$ cat src/verilog/bsc_pkg.sv
// Package: register map, bit positions and timing constants for the system control bank
package bsc_pkg;

  // ****************************************************************
  // Register offsets (byte addresses on the plain register port)
  // ****************************************************************
  localparam logic [5:0] RstCtlOff = 6'h04;
  localparam logic [5:0] PwrStatOff = 6'h05;
  localparam logic [5:0] ScratchOneOff = 6'h06;
  localparam logic [5:0] ClkRptOff = 6'h07;
  localparam logic [5:0] ScratchTwoOff = 6'h08;
  localparam logic [5:0] SeqCtlOff = 6'h10;
  localparam logic [5:0] SeqStatOff = 6'h11;

  // ****************************************************************
  // Field positions, bit 0 is the most significant bit of a byte
  // ****************************************************************
  localparam int FullResetBit = 7;        // Documented bit 0
  localparam int SlotSelBit = 3;          // Documented bit 4
  localparam int PhyRelBit = 2;           // Documented bit 5
  localparam int LbRelBit = 1;            // Documented bit 6
  localparam int GenRelBit = 0;           // Documented bit 7
  localparam int MainGoodBit = 7;
  localparam int Core0GoodBit = 6;
  localparam int SerialGoodBit = 3;
  localparam int V12GoodBit = 2;
  localparam int Br18GoodBit = 1;
  localparam int MemGoodBit = 0;
  localparam int WdEnBit = 3;             // Documented bit 4
  localparam int PwrOffBit = 1;           // Documented bit 6
  localparam int GoBit = 0;               // Documented bit 7
  localparam int BusyBit = 0;             // Documented bit 7

  // Writable bit masks, reserved positions stay zero
  localparam logic [7:0] RstCtlMask = 8'h8f;
  localparam logic [7:0] SeqCtlMask = 8'h0b;

  // ****************************************************************
  // Reset values
  // ****************************************************************
  localparam logic [7:0] RstCtlReset = 8'h8f;
  localparam logic [7:0] ScratchReset = 8'h00;
  localparam logic [7:0] SeqCtlReset = 8'h00;

  // ****************************************************************
  // Timing
  // ****************************************************************
  localparam int WdLog2Cycles = 29;
  localparam int SeqRunCycles = 16;

  // Register port request bundle
  typedef struct packed {
    logic [5:0] addr;
    logic [7:0] wdata;
    logic wr;
    logic rd;
  } bsc_req_t;

  // Live board levels after synchronisation
  typedef struct packed {
    logic mainGood;
    logic core0Good;
    logic serialGood;
    logic v12Good;
    logic br18Good;
    logic [1:0] memGood;
    logic [2:0] memClkSel;
    logic [2:0] sysClkSel;
  } bsc_pins_t;

endpackage

$ cat src/verilog/bsc_sync.sv
// Two-flop synchroniser for a vector of board-level inputs
`timescale 1ns/1ps
module bsc_sync #(
  parameter int Width = 1
) (
  input wire logic mclk,
  input wire logic rst,
  input wire logic [Width-1:0] asyncIn,
  output logic [Width-1:0] syncOut
);

  logic [Width-1:0] meta_q;

  // First stage is read only by the second stage
  always_ff @(posedge mclk) begin
    if (rst) begin
      meta_q <= '0;
      syncOut <= '0;
    end else begin
      meta_q <= asyncIn;
      syncOut <= meta_q;
    end
  end

endmodule

$ cat src/verilog/bsc_regs.sv
// System control register bank: resets, power status, scratch, watchdog and sequencer control
//
// Overview of operation
// - Writing zero to full-reset bit starts reset
// - Full-reset bit restored by that reset or by a write of one
// - Other reset bits hold until software rewrites
// - Reset register reads return stored contents
// - Slot select bit adds slot interrupt reset
// - Bits 5-7 drive PHY, bus, general resets
// - Register resets ORed with sequencer reset outputs
// - Slot select bit defaults to reset term
// - Power status reports live supply good levels
// - Memory good bit is AND of both
// - Scratch registers survive debug and watchdog resets
// - Speed register reports clock switch settings
// - Watchdog resets system after 2^29 cycles
// - Clearing watchdog enable stops pending timeout
// - Power-off bit forces board power off
// - Power-off resets zero, clearing never restores
// - No software path forces power on
// - Start bit launches sequencer, idle while zero
// - Sequencer runs once until start cleared
// - Busy bit reflects sequencer busy state
`timescale 1ns/1ps
module bsc_regs #(
  parameter int WdCycles = 2 ** bsc_pkg::WdLog2Cycles,
  parameter int SeqCycles = bsc_pkg::SeqRunCycles
) (
  input wire logic mclk,
  input wire logic rst,
  input wire logic chassisRst,
  input wire bsc_pkg::bsc_req_t req,
  output logic [7:0] rdData,
  input wire logic mainSupplyGood,
  input wire logic core0SupplyGood,
  input wire logic serialLinkSupplyGood,
  input wire logic supply1v2Good,
  input wire logic bridge1v8Good,
  input wire logic [1:0] memorySupplyGood,
  input wire logic [2:0] memoryClockSetting,
  input wire logic [2:0] systemClockSetting,
  input wire logic remoteSlotInt_n,
  input wire logic seqPhyReset,
  input wire logic seqLocalBusReset,
  input wire logic seqGeneralReset,
  output logic fullSystemReset,
  output logic slotIntReset,
  output logic phyReset_n,
  output logic localBusReset_n,
  output logic generalReset_n,
  output logic forcePowerOff,
  output logic seqStart,
  output logic seqBusy
);

  // ****************************************************************
  // Input synchronisation
  // ****************************************************************
  bsc_pkg::bsc_pins_t pinsRaw;
  bsc_pkg::bsc_pins_t pins;
  logic slotIntSync;
  logic [2:0] seqRstSync;

  assign pinsRaw = '{mainGood: mainSupplyGood, core0Good: core0SupplyGood,
                     serialGood: serialLinkSupplyGood, v12Good: supply1v2Good,
                     br18Good: bridge1v8Good, memGood: memorySupplyGood,
                     memClkSel: memoryClockSetting, sysClkSel: systemClockSetting};

  // Every board level goes through two flops before any logic sees it; the slot
  // interrupt is inverted first so that the cleared flops read as idle, not asserted
  bsc_sync #(
    .Width($bits(bsc_pkg::bsc_pins_t) + 4)
  ) u_sync (
    .mclk(mclk),
    .rst(rst),
    .asyncIn({pinsRaw, ~remoteSlotInt_n, seqPhyReset, seqLocalBusReset, seqGeneralReset}),
    .syncOut({pins, slotIntSync, seqRstSync})
  );

  // Sequencer resets land as [2] phy, [1] local bus, [0] general
  logic seqPhyS;
  logic seqLbS;
  logic seqGenS;
  assign seqPhyS = seqRstSync[2];
  assign seqLbS = seqRstSync[1];
  assign seqGenS = seqRstSync[0];

  // ****************************************************************
  // Address decode
  // ****************************************************************
  logic wrRst;
  logic wrScr1;
  logic wrScr2;
  logic wrSeq;
  assign wrRst = req.wr && (req.addr == bsc_pkg::RstCtlOff);
  assign wrScr1 = req.wr && (req.addr == bsc_pkg::ScratchOneOff);
  assign wrScr2 = req.wr && (req.addr == bsc_pkg::ScratchTwoOff);
  assign wrSeq = req.wr && (req.addr == bsc_pkg::SeqCtlOff);

  // ****************************************************************
  // Reset control register
  // ****************************************************************
  logic [7:0] rstCtl_q;
  logic [7:0] rstCtl_d;
  logic wdFire;
  logic fullRstReq;

  // Full reset requested by a zero in the top bit or by the watchdog
  assign fullRstReq = ~rstCtl_q[bsc_pkg::FullResetBit] | wdFire;

  // Writes take only defined bits; the full-reset bit comes back via the reset itself or a write of one,
  // and that restore wins over a write in the same cycle while the other bits still land
  logic [7:0] restoreBit;
  assign restoreBit = fullSystemReset ? (8'h01 << bsc_pkg::FullResetBit) : 8'h00;
  assign rstCtl_d = (wrRst ? (req.wdata & bsc_pkg::RstCtlMask) : rstCtl_q) |
                    restoreBit;

  // Reset value has the slot select set so a remote system can recover the board
  always_ff @(posedge mclk) begin
    if (rst) begin
      rstCtl_q <= bsc_pkg::RstCtlReset;
    end else begin
      rstCtl_q <= rstCtl_d;
    end
  end

  // Drive the reset pulse one cycle; it then restores the register bit
  always_ff @(posedge mclk) begin
    if (rst) begin
      fullSystemReset <= 1'b0;
    end else begin
      fullSystemReset <= fullRstReq && !fullSystemReset;
    end
  end

  // ****************************************************************
  // Reset outputs
  // ****************************************************************
  logic slotTerm;
  assign slotTerm = rstCtl_q[bsc_pkg::SlotSelBit] & slotIntSync;

  // PHY, local bus and general resets are asserted by either register or sequencer; slot reset needs select and interrupt
  always_ff @(posedge mclk) begin
    if (rst) begin
      slotIntReset <= 1'b0;
      phyReset_n <= 1'b0;
      localBusReset_n <= 1'b0;
      generalReset_n <= 1'b0;
    end else begin
      slotIntReset <= slotTerm;
      phyReset_n <= ~(~rstCtl_q[bsc_pkg::PhyRelBit] | seqPhyS);
      localBusReset_n <= ~(~rstCtl_q[bsc_pkg::LbRelBit] | seqLbS);
      generalReset_n <= ~(~rstCtl_q[bsc_pkg::GenRelBit] | seqGenS);
    end
  end

  // ****************************************************************
  // Scratch registers
  // ****************************************************************
  logic [7:0] scr1_q;
  logic [7:0] scr2_q;

  // Only power-on or chassis reset clears them, not watchdog or debug resets
  always_ff @(posedge mclk) begin
    if (rst || chassisRst) begin
      scr1_q <= bsc_pkg::ScratchReset;
      scr2_q <= bsc_pkg::ScratchReset;
    end else begin
      if (wrScr1) begin
        scr1_q <= req.wdata;
      end
      if (wrScr2) begin
        scr2_q <= req.wdata;
      end
    end
  end

  // ****************************************************************
  // Sequencer control, watchdog and power-off
  // ****************************************************************
  logic [7:0] seqCtl_q;
  logic [7:0] seqCtl_d;
  assign seqCtl_d = wrSeq ? (req.wdata & bsc_pkg::SeqCtlMask) : seqCtl_q;

  // Power-off only clears by write; it never forces power on
  always_ff @(posedge mclk) begin
    if (rst) begin
      seqCtl_q <= bsc_pkg::SeqCtlReset;
    end else begin
      seqCtl_q <= seqCtl_d;
    end
  end

  // Forced off overrides any switch or power management event upstream
  always_ff @(posedge mclk) begin
    if (rst) begin
      forcePowerOff <= 1'b0;
    end else begin
      forcePowerOff <= seqCtl_q[bsc_pkg::PwrOffBit];
    end
  end

  // Watchdog counter; a cleared enable zeroes it at once
  logic [bsc_pkg::WdLog2Cycles:0] wdCnt_q;
  assign wdFire = seqCtl_q[bsc_pkg::WdEnBit] && (wdCnt_q == 30'(WdCycles - 1));

  always_ff @(posedge mclk) begin
    if (rst || !seqCtl_q[bsc_pkg::WdEnBit] || wdFire) begin
      wdCnt_q <= '0;
    end else begin
      wdCnt_q <= wdCnt_q + 30'h1;
    end
  end

  // ****************************************************************
  // Configuration sequencer
  // ****************************************************************
  typedef enum logic [1:0] {SeqIdle, SeqRun, SeqDone} bsc_seq_t;
  bsc_seq_t seqSt_q;
  bsc_seq_t seqSt_d;
  logic [7:0] seqCnt_q;
  logic goBit;
  logic runEnd;
  assign goBit = seqCtl_q[bsc_pkg::GoBit];
  assign runEnd = seqCnt_q == 8'(SeqCycles - 1);

  // One run per start; must see the start bit low before another
  always_comb begin
    seqSt_d = seqSt_q;
    case (seqSt_q)
      SeqIdle: begin
        if (goBit) begin
          seqSt_d = SeqRun;
        end
      end
      SeqRun: begin
        if (runEnd) begin
          seqSt_d = SeqDone;
        end
      end
      SeqDone: begin
        if (!goBit) begin
          seqSt_d = SeqIdle;
        end
      end
      default: begin
        seqSt_d = SeqIdle;
      end
    endcase
  end

  // State, run length and registered status outputs
  always_ff @(posedge mclk) begin
    if (rst) begin
      seqSt_q <= SeqIdle;
      seqCnt_q <= 8'h00;
      seqBusy <= 1'b0;
      seqStart <= 1'b0;
    end else begin
      seqSt_q <= seqSt_d;
      seqCnt_q <= (seqSt_d == SeqRun && seqSt_q == SeqRun) ? seqCnt_q + 8'h01 : 8'h00;
      seqBusy <= seqSt_d == SeqRun;
      seqStart <= seqSt_q == SeqIdle && goBit;
    end
  end

  // ****************************************************************
  // Read data
  // ****************************************************************
  logic [7:0] pwrStat;
  logic [7:0] clkRpt;
  logic [7:0] seqStat;
  logic [7:0] rdMux;
  assign pwrStat = {pins.mainGood, pins.core0Good, 2'b00, pins.serialGood,
                    pins.v12Good, pins.br18Good, &pins.memGood};
  assign clkRpt = {2'b00, pins.memClkSel, pins.sysClkSel};
  assign seqStat = {7'h00, seqBusy};

  // Unmapped addresses answer zero
  assign rdMux = (req.addr == bsc_pkg::RstCtlOff) ? rstCtl_q :
                 (req.addr == bsc_pkg::PwrStatOff) ? pwrStat :
                 (req.addr == bsc_pkg::ScratchOneOff) ? scr1_q :
                 (req.addr == bsc_pkg::ClkRptOff) ? clkRpt :
                 (req.addr == bsc_pkg::ScratchTwoOff) ? scr2_q :
                 (req.addr == bsc_pkg::SeqCtlOff) ? seqCtl_q :
                 (req.addr == bsc_pkg::SeqStatOff) ? seqStat : 8'h00;

  // Data stand only in the cycle after the read strobe
  always_ff @(posedge mclk) begin
    if (rst) begin
      rdData <= 8'h00;
    end else begin
      rdData <= req.rd ? rdMux : 8'h00;
    end
  end

  // ****************************************************************
  // Checks
  // ****************************************************************
  a_full_reset_start: assert property (@(posedge mclk) disable iff (rst)
    (wrRst && !req.wdata[bsc_pkg::FullResetBit] && !fullSystemReset) |=> ##1 fullSystemReset)
    else $error("full reset not started");
  a_full_bit_restore: assert property (@(posedge mclk) disable iff (rst)
    fullSystemReset && !wrRst |=> rstCtl_q[bsc_pkg::FullResetBit])
    else $error("full reset bit not restored");
  a_reset_bits_hold: assert property (@(posedge mclk) disable iff (rst)
    !wrRst |=> rstCtl_q[3:0] == $past(rstCtl_q[3:0]))
    else $error("reset bits changed without write");
  a_phy_reset_or: assert property (@(posedge mclk) disable iff (rst)
    seqPhyS |=> !phyReset_n)
    else $error("sequencer phy reset lost");
  a_mem_good_and: assert property (@(posedge mclk) disable iff (rst)
    req.rd && req.addr == bsc_pkg::PwrStatOff |=> rdData[0] == $past(&pins.memGood))
    else $error("memory good not AND");
  a_wd_disable: assert property (@(posedge mclk) disable iff (rst)
    !seqCtl_q[bsc_pkg::WdEnBit] |=> wdCnt_q == 0)
    else $error("watchdog kept counting");
  a_seq_once: assert property (@(posedge mclk) disable iff (rst)
    seqSt_q == SeqDone && goBit |=> seqSt_q == SeqDone)
    else $error("sequencer reran");
  a_power_off: assert property (@(posedge mclk) disable iff (rst)
    seqCtl_q[bsc_pkg::PwrOffBit] |=> forcePowerOff)
    else $error("power off not forced");
  a_full_pulse_once: assert property (@(posedge mclk) disable iff (rst)
    fullSystemReset |=> !fullSystemReset)
    else $error("full reset pulse too long");
  a_slot_term_off: assert property (@(posedge mclk) disable iff (rst)
    !rstCtl_q[bsc_pkg::SlotSelBit] |=> !slotIntReset)
    else $error("slot reset without select");
  a_phy_reg_drive: assert property (@(posedge mclk) disable iff (rst)
    !rstCtl_q[bsc_pkg::PhyRelBit] |=> !phyReset_n)
    else $error("phy reset not driven by register");
  a_lb_reset_or: assert property (@(posedge mclk) disable iff (rst)
    seqLbS |=> !localBusReset_n)
    else $error("sequencer local bus reset lost");
  a_gen_reset_or: assert property (@(posedge mclk) disable iff (rst)
    seqGenS |=> !generalReset_n)
    else $error("sequencer general reset lost");
  a_scratch_keep: assert property (@(posedge mclk) disable iff (rst)
    !wrScr1 && !chassisRst |=> scr1_q == $past(scr1_q))
    else $error("scratch changed without write");
  a_seq_idle_hold: assert property (@(posedge mclk) disable iff (rst)
    seqSt_q == SeqIdle && !goBit |=> !seqBusy)
    else $error("sequencer left idle without start");
  a_busy_readback: assert property (@(posedge mclk) disable iff (rst)
    req.rd && req.addr == bsc_pkg::SeqStatOff |=> rdData[bsc_pkg::BusyBit] == $past(seqBusy))
    else $error("busy bit read wrong");
  a_reserved_zero: assert property (@(posedge mclk) disable iff (rst)
    (rstCtl_q & ~bsc_pkg::RstCtlMask) == 8'h00 && (seqCtl_q & ~bsc_pkg::SeqCtlMask) == 8'h00)
    else $error("reserved bit set");

endmodule

$ cat config.mk
export PLATFORM = sky130hd
export DESIGN_NAME = bsc_regs
export DESIGN_NICKNAME = d
export VERILOG_FILES = /design/src/verilog/bsc_pkg.sv /design/src/verilog/bsc_sync.sv /design/src/verilog/bsc_regs.sv
export SDC_FILE = /design/constraint.sdc
export NUM_CORES = 1
export LEC_CHECK = 0
export BUFFER_PORTS_ARGS = -buffer_cell sky130_fd_sc_hd__buf_2
export CAP_MARGIN = 0
export CORE_MARGIN = 10
export CORE_UTILIZATION = 40
export CTS_CLUSTER_DIAMETER = 80
export CTS_CLUSTER_SIZE = 14
export DETAILED_ROUTE_END_ITERATION = 12
export PLACE_DENSITY_LB_ADDON = 0.2
export SYNTH_ARGS = -nofsm -noshare
export SYNTH_HDL_FRONTEND = slang
export SYNTH_SLANG_ARGS = --single-unit
export TNS_END_PERCENT = 10
$ cat constraint.sdc
create_clock -name mclk -period 2.7 [get_ports mclk]
set_clock_uncertainty 0.1 [all_clocks]
set_input_delay 0.135 -clock mclk [delete_from_list [all_inputs] [get_ports mclk]]
set_output_delay 0.135 -clock mclk [all_outputs]
set_load 0.005 [all_outputs]
==> results by group, run 1 <==
STA
  – # setup viols final: 0
  – Final hold violations: 0
  – Final worst path period need: 2.207 ns
  – Final worst slack: 0.4928 ns
  – RSZ-0062 raised after global routing: no
  – Max Transition Viols Final: 0
  – Slew @ Worst Pin: 0.5868 ns
  – Total Neg Setup Slack: 0 ns
  – Slew margin rel.: 0.6088
  – Peak Freq: 453.1 MHz
  – Fin crit share: 0.8175

Floorplan
  – Initial core utilization: 0.4071
  – DIE HEIGHT: 124.8 um
  – Top Ports: 52
  – FP Rows: 38
  – Die X-Extent: 124.8 um
  – Die area: 15580 um^2
  – Core area: 10790 um^2

Power
  – Power Density: 706.6 nW/um^2
  – Leakage: 0.002127 uW
  – Power, Total: 4031 uW
  – Max VDD drop: 0.5067 mV

Logic synthesis
  – Cells after Synth: 472
  – Mean Syn Cell Area: 9.310 um^2
  – Mapped cell area: 4394 um^2
  – Cell taking the most area after synthesis: dfxtp_1
  – Syn. warnings: 0
  – Cell variety after synth: 49
  – Synthesized Nets: 510
  – Top-area cell type share of the netlist area: 0.5194
  – Count of flip-flops with a built-in enable after synthesis: 0
  – Sequential area share after synthesis: 0.5194
  – Asr flop ratio synth: 0
  – Main synth FF type: dfxtp_1
  – Largest cells by area after synthesis: dfxtp_1, nor2_1, nor2b_1
  – Synthesized flop and latch total: 114

Detailed routing
  – DR WL/cell: 13.64 um
  – Post-route ant nets: 0
  – Drt drc: 0
  – WL final: 9.756 mm
  – Drt pass-1 iters: 4
  – Via count: 3487
  – Initial drt markers: 232
  – Vias per cell: 4.877

Hold path
  – Min-Delay Endpoint: rdData[1]$_SDFF_PP0_
  – Worst hold stages: 3
  – Hold_sp: req[0]
  – Worst hold path class: primary input to flop

Clock tree
  – Cts bufs inserted: 17
  – TritonCTS clock tree: done
  – Num Clock Sinks: 114
  – H-tree depth: 4
  – CTS resizes: 0
  – Clock Pin Slew Worst Setup and Hold Paths: 0.06 ns
  – Worst-Skew Late Latency: 0.51 ns
  – Clock Path Buffers: 2
  – Root buffer cell: clkbuf_8

Layout
  – Most frequent cells in the layout: dfxtp_1, nor2_1, buf_2
  – Fin cells: 715
  – Layout fillers: 981
  – Most common cell after layout, fill and taps aside: dfxtp_1
  – Fraction of layout cells with a size suffix above 1: 0.1704
  – Fin util: 0.5286
  – Inserted Diodes: 0
  – Area Growth Syn to Fin: 29.84%
  – Final-stage net count: 600

Critical path
  – Worst R2R Start: wdCnt_q[7]$_SDFF_PP0_
  – R2r endpoint: wdCnt_q[13]$_SDFF_PP0_
  – CP Capture Type: flop
  – Kind of critical path: primary input to flop
  – Max incr delay on CP: 0.64 ns
  – Startpoint type of the worst setup path: primary input
  – Cell Chain, Critical Path: dlygate4sd3_1, buf_2, or4b_4, nor3_4, buf_4, nand3_1, dlygate4sd3_1, nand3_1
  – Critical-path top delay cell: or4b_4
  – Critical path's top delay family: buffers and inverters
  – Reg2reg path depth: 5
  – Required @ worst endpoint: 3.05 ns
  – CP max FO: 11
  – CP bufs+invs: 4
  – R2R Setup Slk: 0.66 ns
  – Crit path DAT: 2.56 ns

Flow run
  – Max cap viols: 0

GRT
  – Initial antenna violation count: 0
  – Vias in the first global route: 3411
  – Grt ovf: 0
  – Total track usage: 0.1261
  – First-pass GRT wire length: 16.39 mm
  – Largest net degree at the start of global routing: 27

Placement
  – Setup WS pre-CTS: 0.6551 ns
  – # port buffers: 51
  – GP Congestion: 0.8019
  – Placed Cells: 646
  – DP HPWL: 6.485 mm

Status
  – Status: finished, final reports clean
## sequential cells by signal, summed over array words and instances (netlist names)
register         flops
scr1_q               8
seqStart             1
seqCtl_q             3
rstCtl_q             5
phyReset_n           1
u_sync.meta_q       17
seqCnt_q             8
seqBusy              1
seqSt_q              2
fullSystemReset      1
forcePowerOff        1
u_sync.syncOut      17
generalReset_n       1
localBusReset_n      1
rdData               8
slotIntReset         1
scr2_q               8
wdCnt_q             30
## how the worst max path moves through the flow
stage | start | end | slack (ns) | depth (start not counted)
floorplan | wdCnt_q[0]$_SDFF_PP0_ | wdCnt_q[16]$_SDFF_PP0_ | 1.00 | 7
detailed placement | wdCnt_q[7]$_SDFF_PP0_ | wdCnt_q[20]$_SDFF_PP0_ | 0.66 | 5
CTS | req[15] | rstCtl_q[7]$_SDFF_PP1_ | 0.50 | 8
global placement | req[10] | scr2_q[7]$_SDFFE_PP0P_ | 0.67 | 6
finish | req[15] | rstCtl_q[7]$_SDFF_PP1_ | 0.49 | 8
global route | req[15] | rstCtl_q[7]$_SDFF_PP1_ | 0.42 | 8
## worst register-to-register path: stages (launching register included)
cell and delay (ns):
dfxtp_1 0.40, and4_1 0.30, nand3_1 0.18, nor2_1 0.28, a31o_2 0.54, nor2_1 0.11
## metrics by stage
step	instance area, um^2	hold slack (ns)
global route	5705	0.03673
floorplan	4394	0.1017
global placement	4753	0.1938
CTS	5705	0.006444
finish	5705	0.02128
detailed placement	4753	0.1973
## cells by family (layout without fill, tap and decap cells)
group	count (synthesis)	in the layout	synth area share
AO/OA/AOI/OAI	46	46	0.06492
XOR/XNOR	31	31	0.06179
adder cells (fa/ha/maj)	2	2	0.005694
buffers and inverters	30	133	0.03161
flip-flops	114	114	0.5194
multiplexers	16	16	0.03645
AND/OR/NAND/NOR	233	233	0.2802
## synth_stat cells, types with 3 or more instances
cell type and number:
xor2_1 12, clkbuf_1 12, nor2_1 70, nor2b_1 41, inv_1 8, a22oi_1 3, and3_1 7, and2_1 4
buf_4 4, nand3_1 29, nor4_1 6, o21ai_0 3, dfxtp_1 114, nor3_1 6, o22ai_1 3, mux2i_1 16
xnor2_1 19, and4_1 5, nand3b_1 4, nor3b_1 4, buf_2 3, nand4b_1 3, a21oi_1 23, nand2_1 36
nand4_1 5
## layout make-up
cell class	instances	area, um^2	area share
clock buffer	18	427.9	0.07500
multi-input combinational	328	1973	0.3458
timing repair buffer	93	663.1	0.1162
clock inverter	14	153.9	0.02697
tap	140	175.2	0.03070
sequential	114	2282	0.4000
inverter	8	30.03	0.005263
## where the power goes
group | internal [uW] | switching, uW | total, uW | leakage (uW)
clock | 1350 | 805 | 2150 | 0.000279
sequential | 1710 | 7.05 | 1720 | 0.000927
combinational | 85.0 | 76.2 | 161 | 0.000921
## layer usage
metal | vias up | GRT usage | share of wire
li1 | 1779 | - | -
met1 | 1622 | 0.1598 | 0.47
met2 | 75 | 0.1954 | 0.47
met3 | 11 | 0.03404 | 0.054
met4 | 0 | 0.05691 | 0.0099
met5 | - | 0 | 0
## what timing repair did
action	CTS	global route
endpoints found under the hold margin	51	0
hold buffers	37	0
setup buffers	0	0
No activity file was read; power rests on OpenSTA's default activity.
==> run 2, diff against run 1 <==
- clock period: 2.7 -> 2.15 ns (I/O delays scaled with it)
==> run 2 against run 1 <==
Effect of this change: final area increased by 2.5%; power increased by 26%; hold slack improved by 0.00058 ns; critical path type unchanged.
==> results by group, run 2 (same netlist as run 1, synthesis figures left out) <==
Detailed routing
  – Initial drt markers: 261
  – Post-route ant nets: 0
  – DR WL/cell: 13.95 um
  – WL final: 10.20 mm
  – Via count: 3574
  – Drt drc: 0
  – Drt pass-1 iters: 4
  – Vias per cell: 4.889

Floorplan
  – Initial core utilization: 0.4071
  – Top Ports: 52
  – DIE HEIGHT: 124.8 um
  – Die X-Extent: 124.8 um
  – FP Rows: 38
  – Core area: 10790 um^2
  – Die area: 15580 um^2

Critical path
  – Required @ worst endpoint: 2.50 ns
  – CP max FO: 7
  – CP bufs+invs: 4
  – Max incr delay on CP: 0.57 ns
  – CP Depth: 8
  – Reg2reg path depth: 6
  – Critical path's top delay family: buffers and inverters
  – Most numerous cell on the critical path: dlygate4sd3_1
  – Crit path DAT: 2.44 ns
  – Critical-path top delay cell: dlygate4sd3_1
  – Kind of critical path: primary input to flop
  – CP Capture Type: flop
  – Cell Chain, Critical Path: buf_2, or4b_4, nor3_4, buf_6, nand3_1, dlygate4sd3_1, a21oi_1, dlygate4sd3_1
  – Startpoint type of the worst setup path: primary input

STA
  – Peak Freq: 480.1 MHz
  – Final worst path period need: 2.083 ns
  – Slew margin rel.: 0.7341
  – Max Transition Viols Final: 0
  – # setup viols final: 0
  – Fin crit share: 0.9687
  – RSZ-0062 raised after global routing: no
  – Slew @ Worst Pin: 0.3988 ns
  – Total Neg Setup Slack: 0 ns
  – Final hold violations: 0

Status
  – Status: finished, final reports clean

Power
  – Clock share of power: 0.534
  – Leakage: 0.002229 uW
  – Power Density: 870.7 nW/um^2
  – Internal: 4051 uW
  – Net Sw Frac: 0.2046
  – Reg power frac: 0.424
  – Combinational power share: 0.042
  – Max VDD drop: 0.5274 mV
  – Net Sw Power: 1042 uW

Placement
  – DP HPWL: 6.663 mm
  – # port buffers: 51
  – GP Congestion: 0.8250
  – Placed Cells: 654

Layout
  – Fraction of layout cells with a size suffix above 1: 0.1777
  – Area occupied by multi-input gates: 1973 um^2
  – Register area: 2282 um^2
  – Largest Register: wdCnt_q
  – Area Growth Syn to Fin: 33.12%
  – Layout fillers: 932
  – Fin cells: 731
  – Regs by FF count: wdCnt_q: 30 flops, u_sync.meta_q: 17 flops, u_sync.syncOut: 17 flops
  – Inserted Diodes: 0
  – Most frequent cells in the layout: dfxtp_1, nor2_1, buf_2
  – Max reg flops: 30
  – Most common cell after layout, fill and taps aside: dfxtp_1
  – Final-stage net count: 616

Flow run
  – Max cap viols: 0

Clock tree
  – Clock Pin Slew Worst Setup and Hold Paths: 0.06 ns
  – Clock Path Buffers: 2
  – TritonCTS clock tree: done
  – Num Clock Sinks: 114
  – H-tree depth: 4
  – Cts bufs inserted: 17
  – Worst-Skew Late Latency: 0.52 ns
  – Root buffer cell: clkbuf_8

GRT
  – Grt ovf: 0
  – Largest net degree at the start of global routing: 33
  – Vias in the first global route: 3513
  – Total track usage: 0.1319
  – Initial antenna violation count: 0
  – First-pass GRT wire length: 16.91 mm

Hold path
  – Worst hold stages: 5
  – Worst hold path class: primary input to flop
[run 2: power by group through the flow]
stage / logic [uW] / registers [uW] / clock network (uW)
after global placement: 160 / 2200 / 0
after CTS: 213 / 2160 / 2770
after global routing: 235 / 2160 / 2880
after floorplan: 87.3 / 2200 / 0
after detailed placement: 162 / 2200 / 0
final: 215 / 2160 / 2720
[run 2: what timing repair did]
action | CTS | global route
hold buffers | 42 | 0
gates resized for setup | 0 | 1
setup endpoints to repair | 0 | 1
hold endpoints to repair | 53 | 0
buffers inserted | 0 | 3
[run 2: worst paths after layout]
check / from / endpoint / slack [ns]
worst max-delay path: req[10] / scr2_q[4]$_SDFFE_PP0P_ / 0.07
worst min-delay path: req[15] / scr2_q[0]$_SDFFE_PP0P_ / 0.02
worst max register to register: wdCnt_q[0]$_SDFF_PP0_ / wdCnt_q[16]$_SDFF_PP0_ / 0.33
worst min register to register: u_sync.syncOut[0]$_SDFF_PP0_ / generalReset_n$_SDFF_PP0_ / 0.28
[run 2: final cells by class]
class | instances | share of cell area
multi-input combinational | 328 | 0.3373
clock inverter | 10 | 0.02289
timing repair buffer | 109 | 0.1388
tap | 140 | 0.02995
sequential | 114 | 0.3902
inverter | 8 | 0.005134
clock buffer | 22 | 0.07572
[run 2: through the flow]
step                power, uW  setup WS, ns  hold slack [ns]  utilization  area (um^2)
CTS                      5148       0.06433          0.05045       0.5395         5823
finish                   5093       0.06720          0.02186       0.5420         5849
global placement         2364        0.3875           0.1633       0.4471         4826
global route             5275       0.01859          0.02086       0.5420         5849
floorplan                2290        0.4545          0.07419            -         4394
detailed placement       2367        0.3481           0.1664       0.4471         4826
[run 2: worst reg2reg max path: cells and delay by family (launching register included)]
family        cells  cell delay, ns
flops             1            0.37
fa+ha+maj         1            0.20
xor+xnor          1            0.14
simple gates      4            0.91
[run 2: metal layers]
layer | share of wire | track usage | routed length, um
met1 | 0.46 | 0.1629 | 4674
met2 | 0.48 | 0.2047 | 4846
met3 | 0.052 | 0.04851 | 535
met4 | 0.014 | 0.05014 | 144
met5 | 0 | 0 | 0
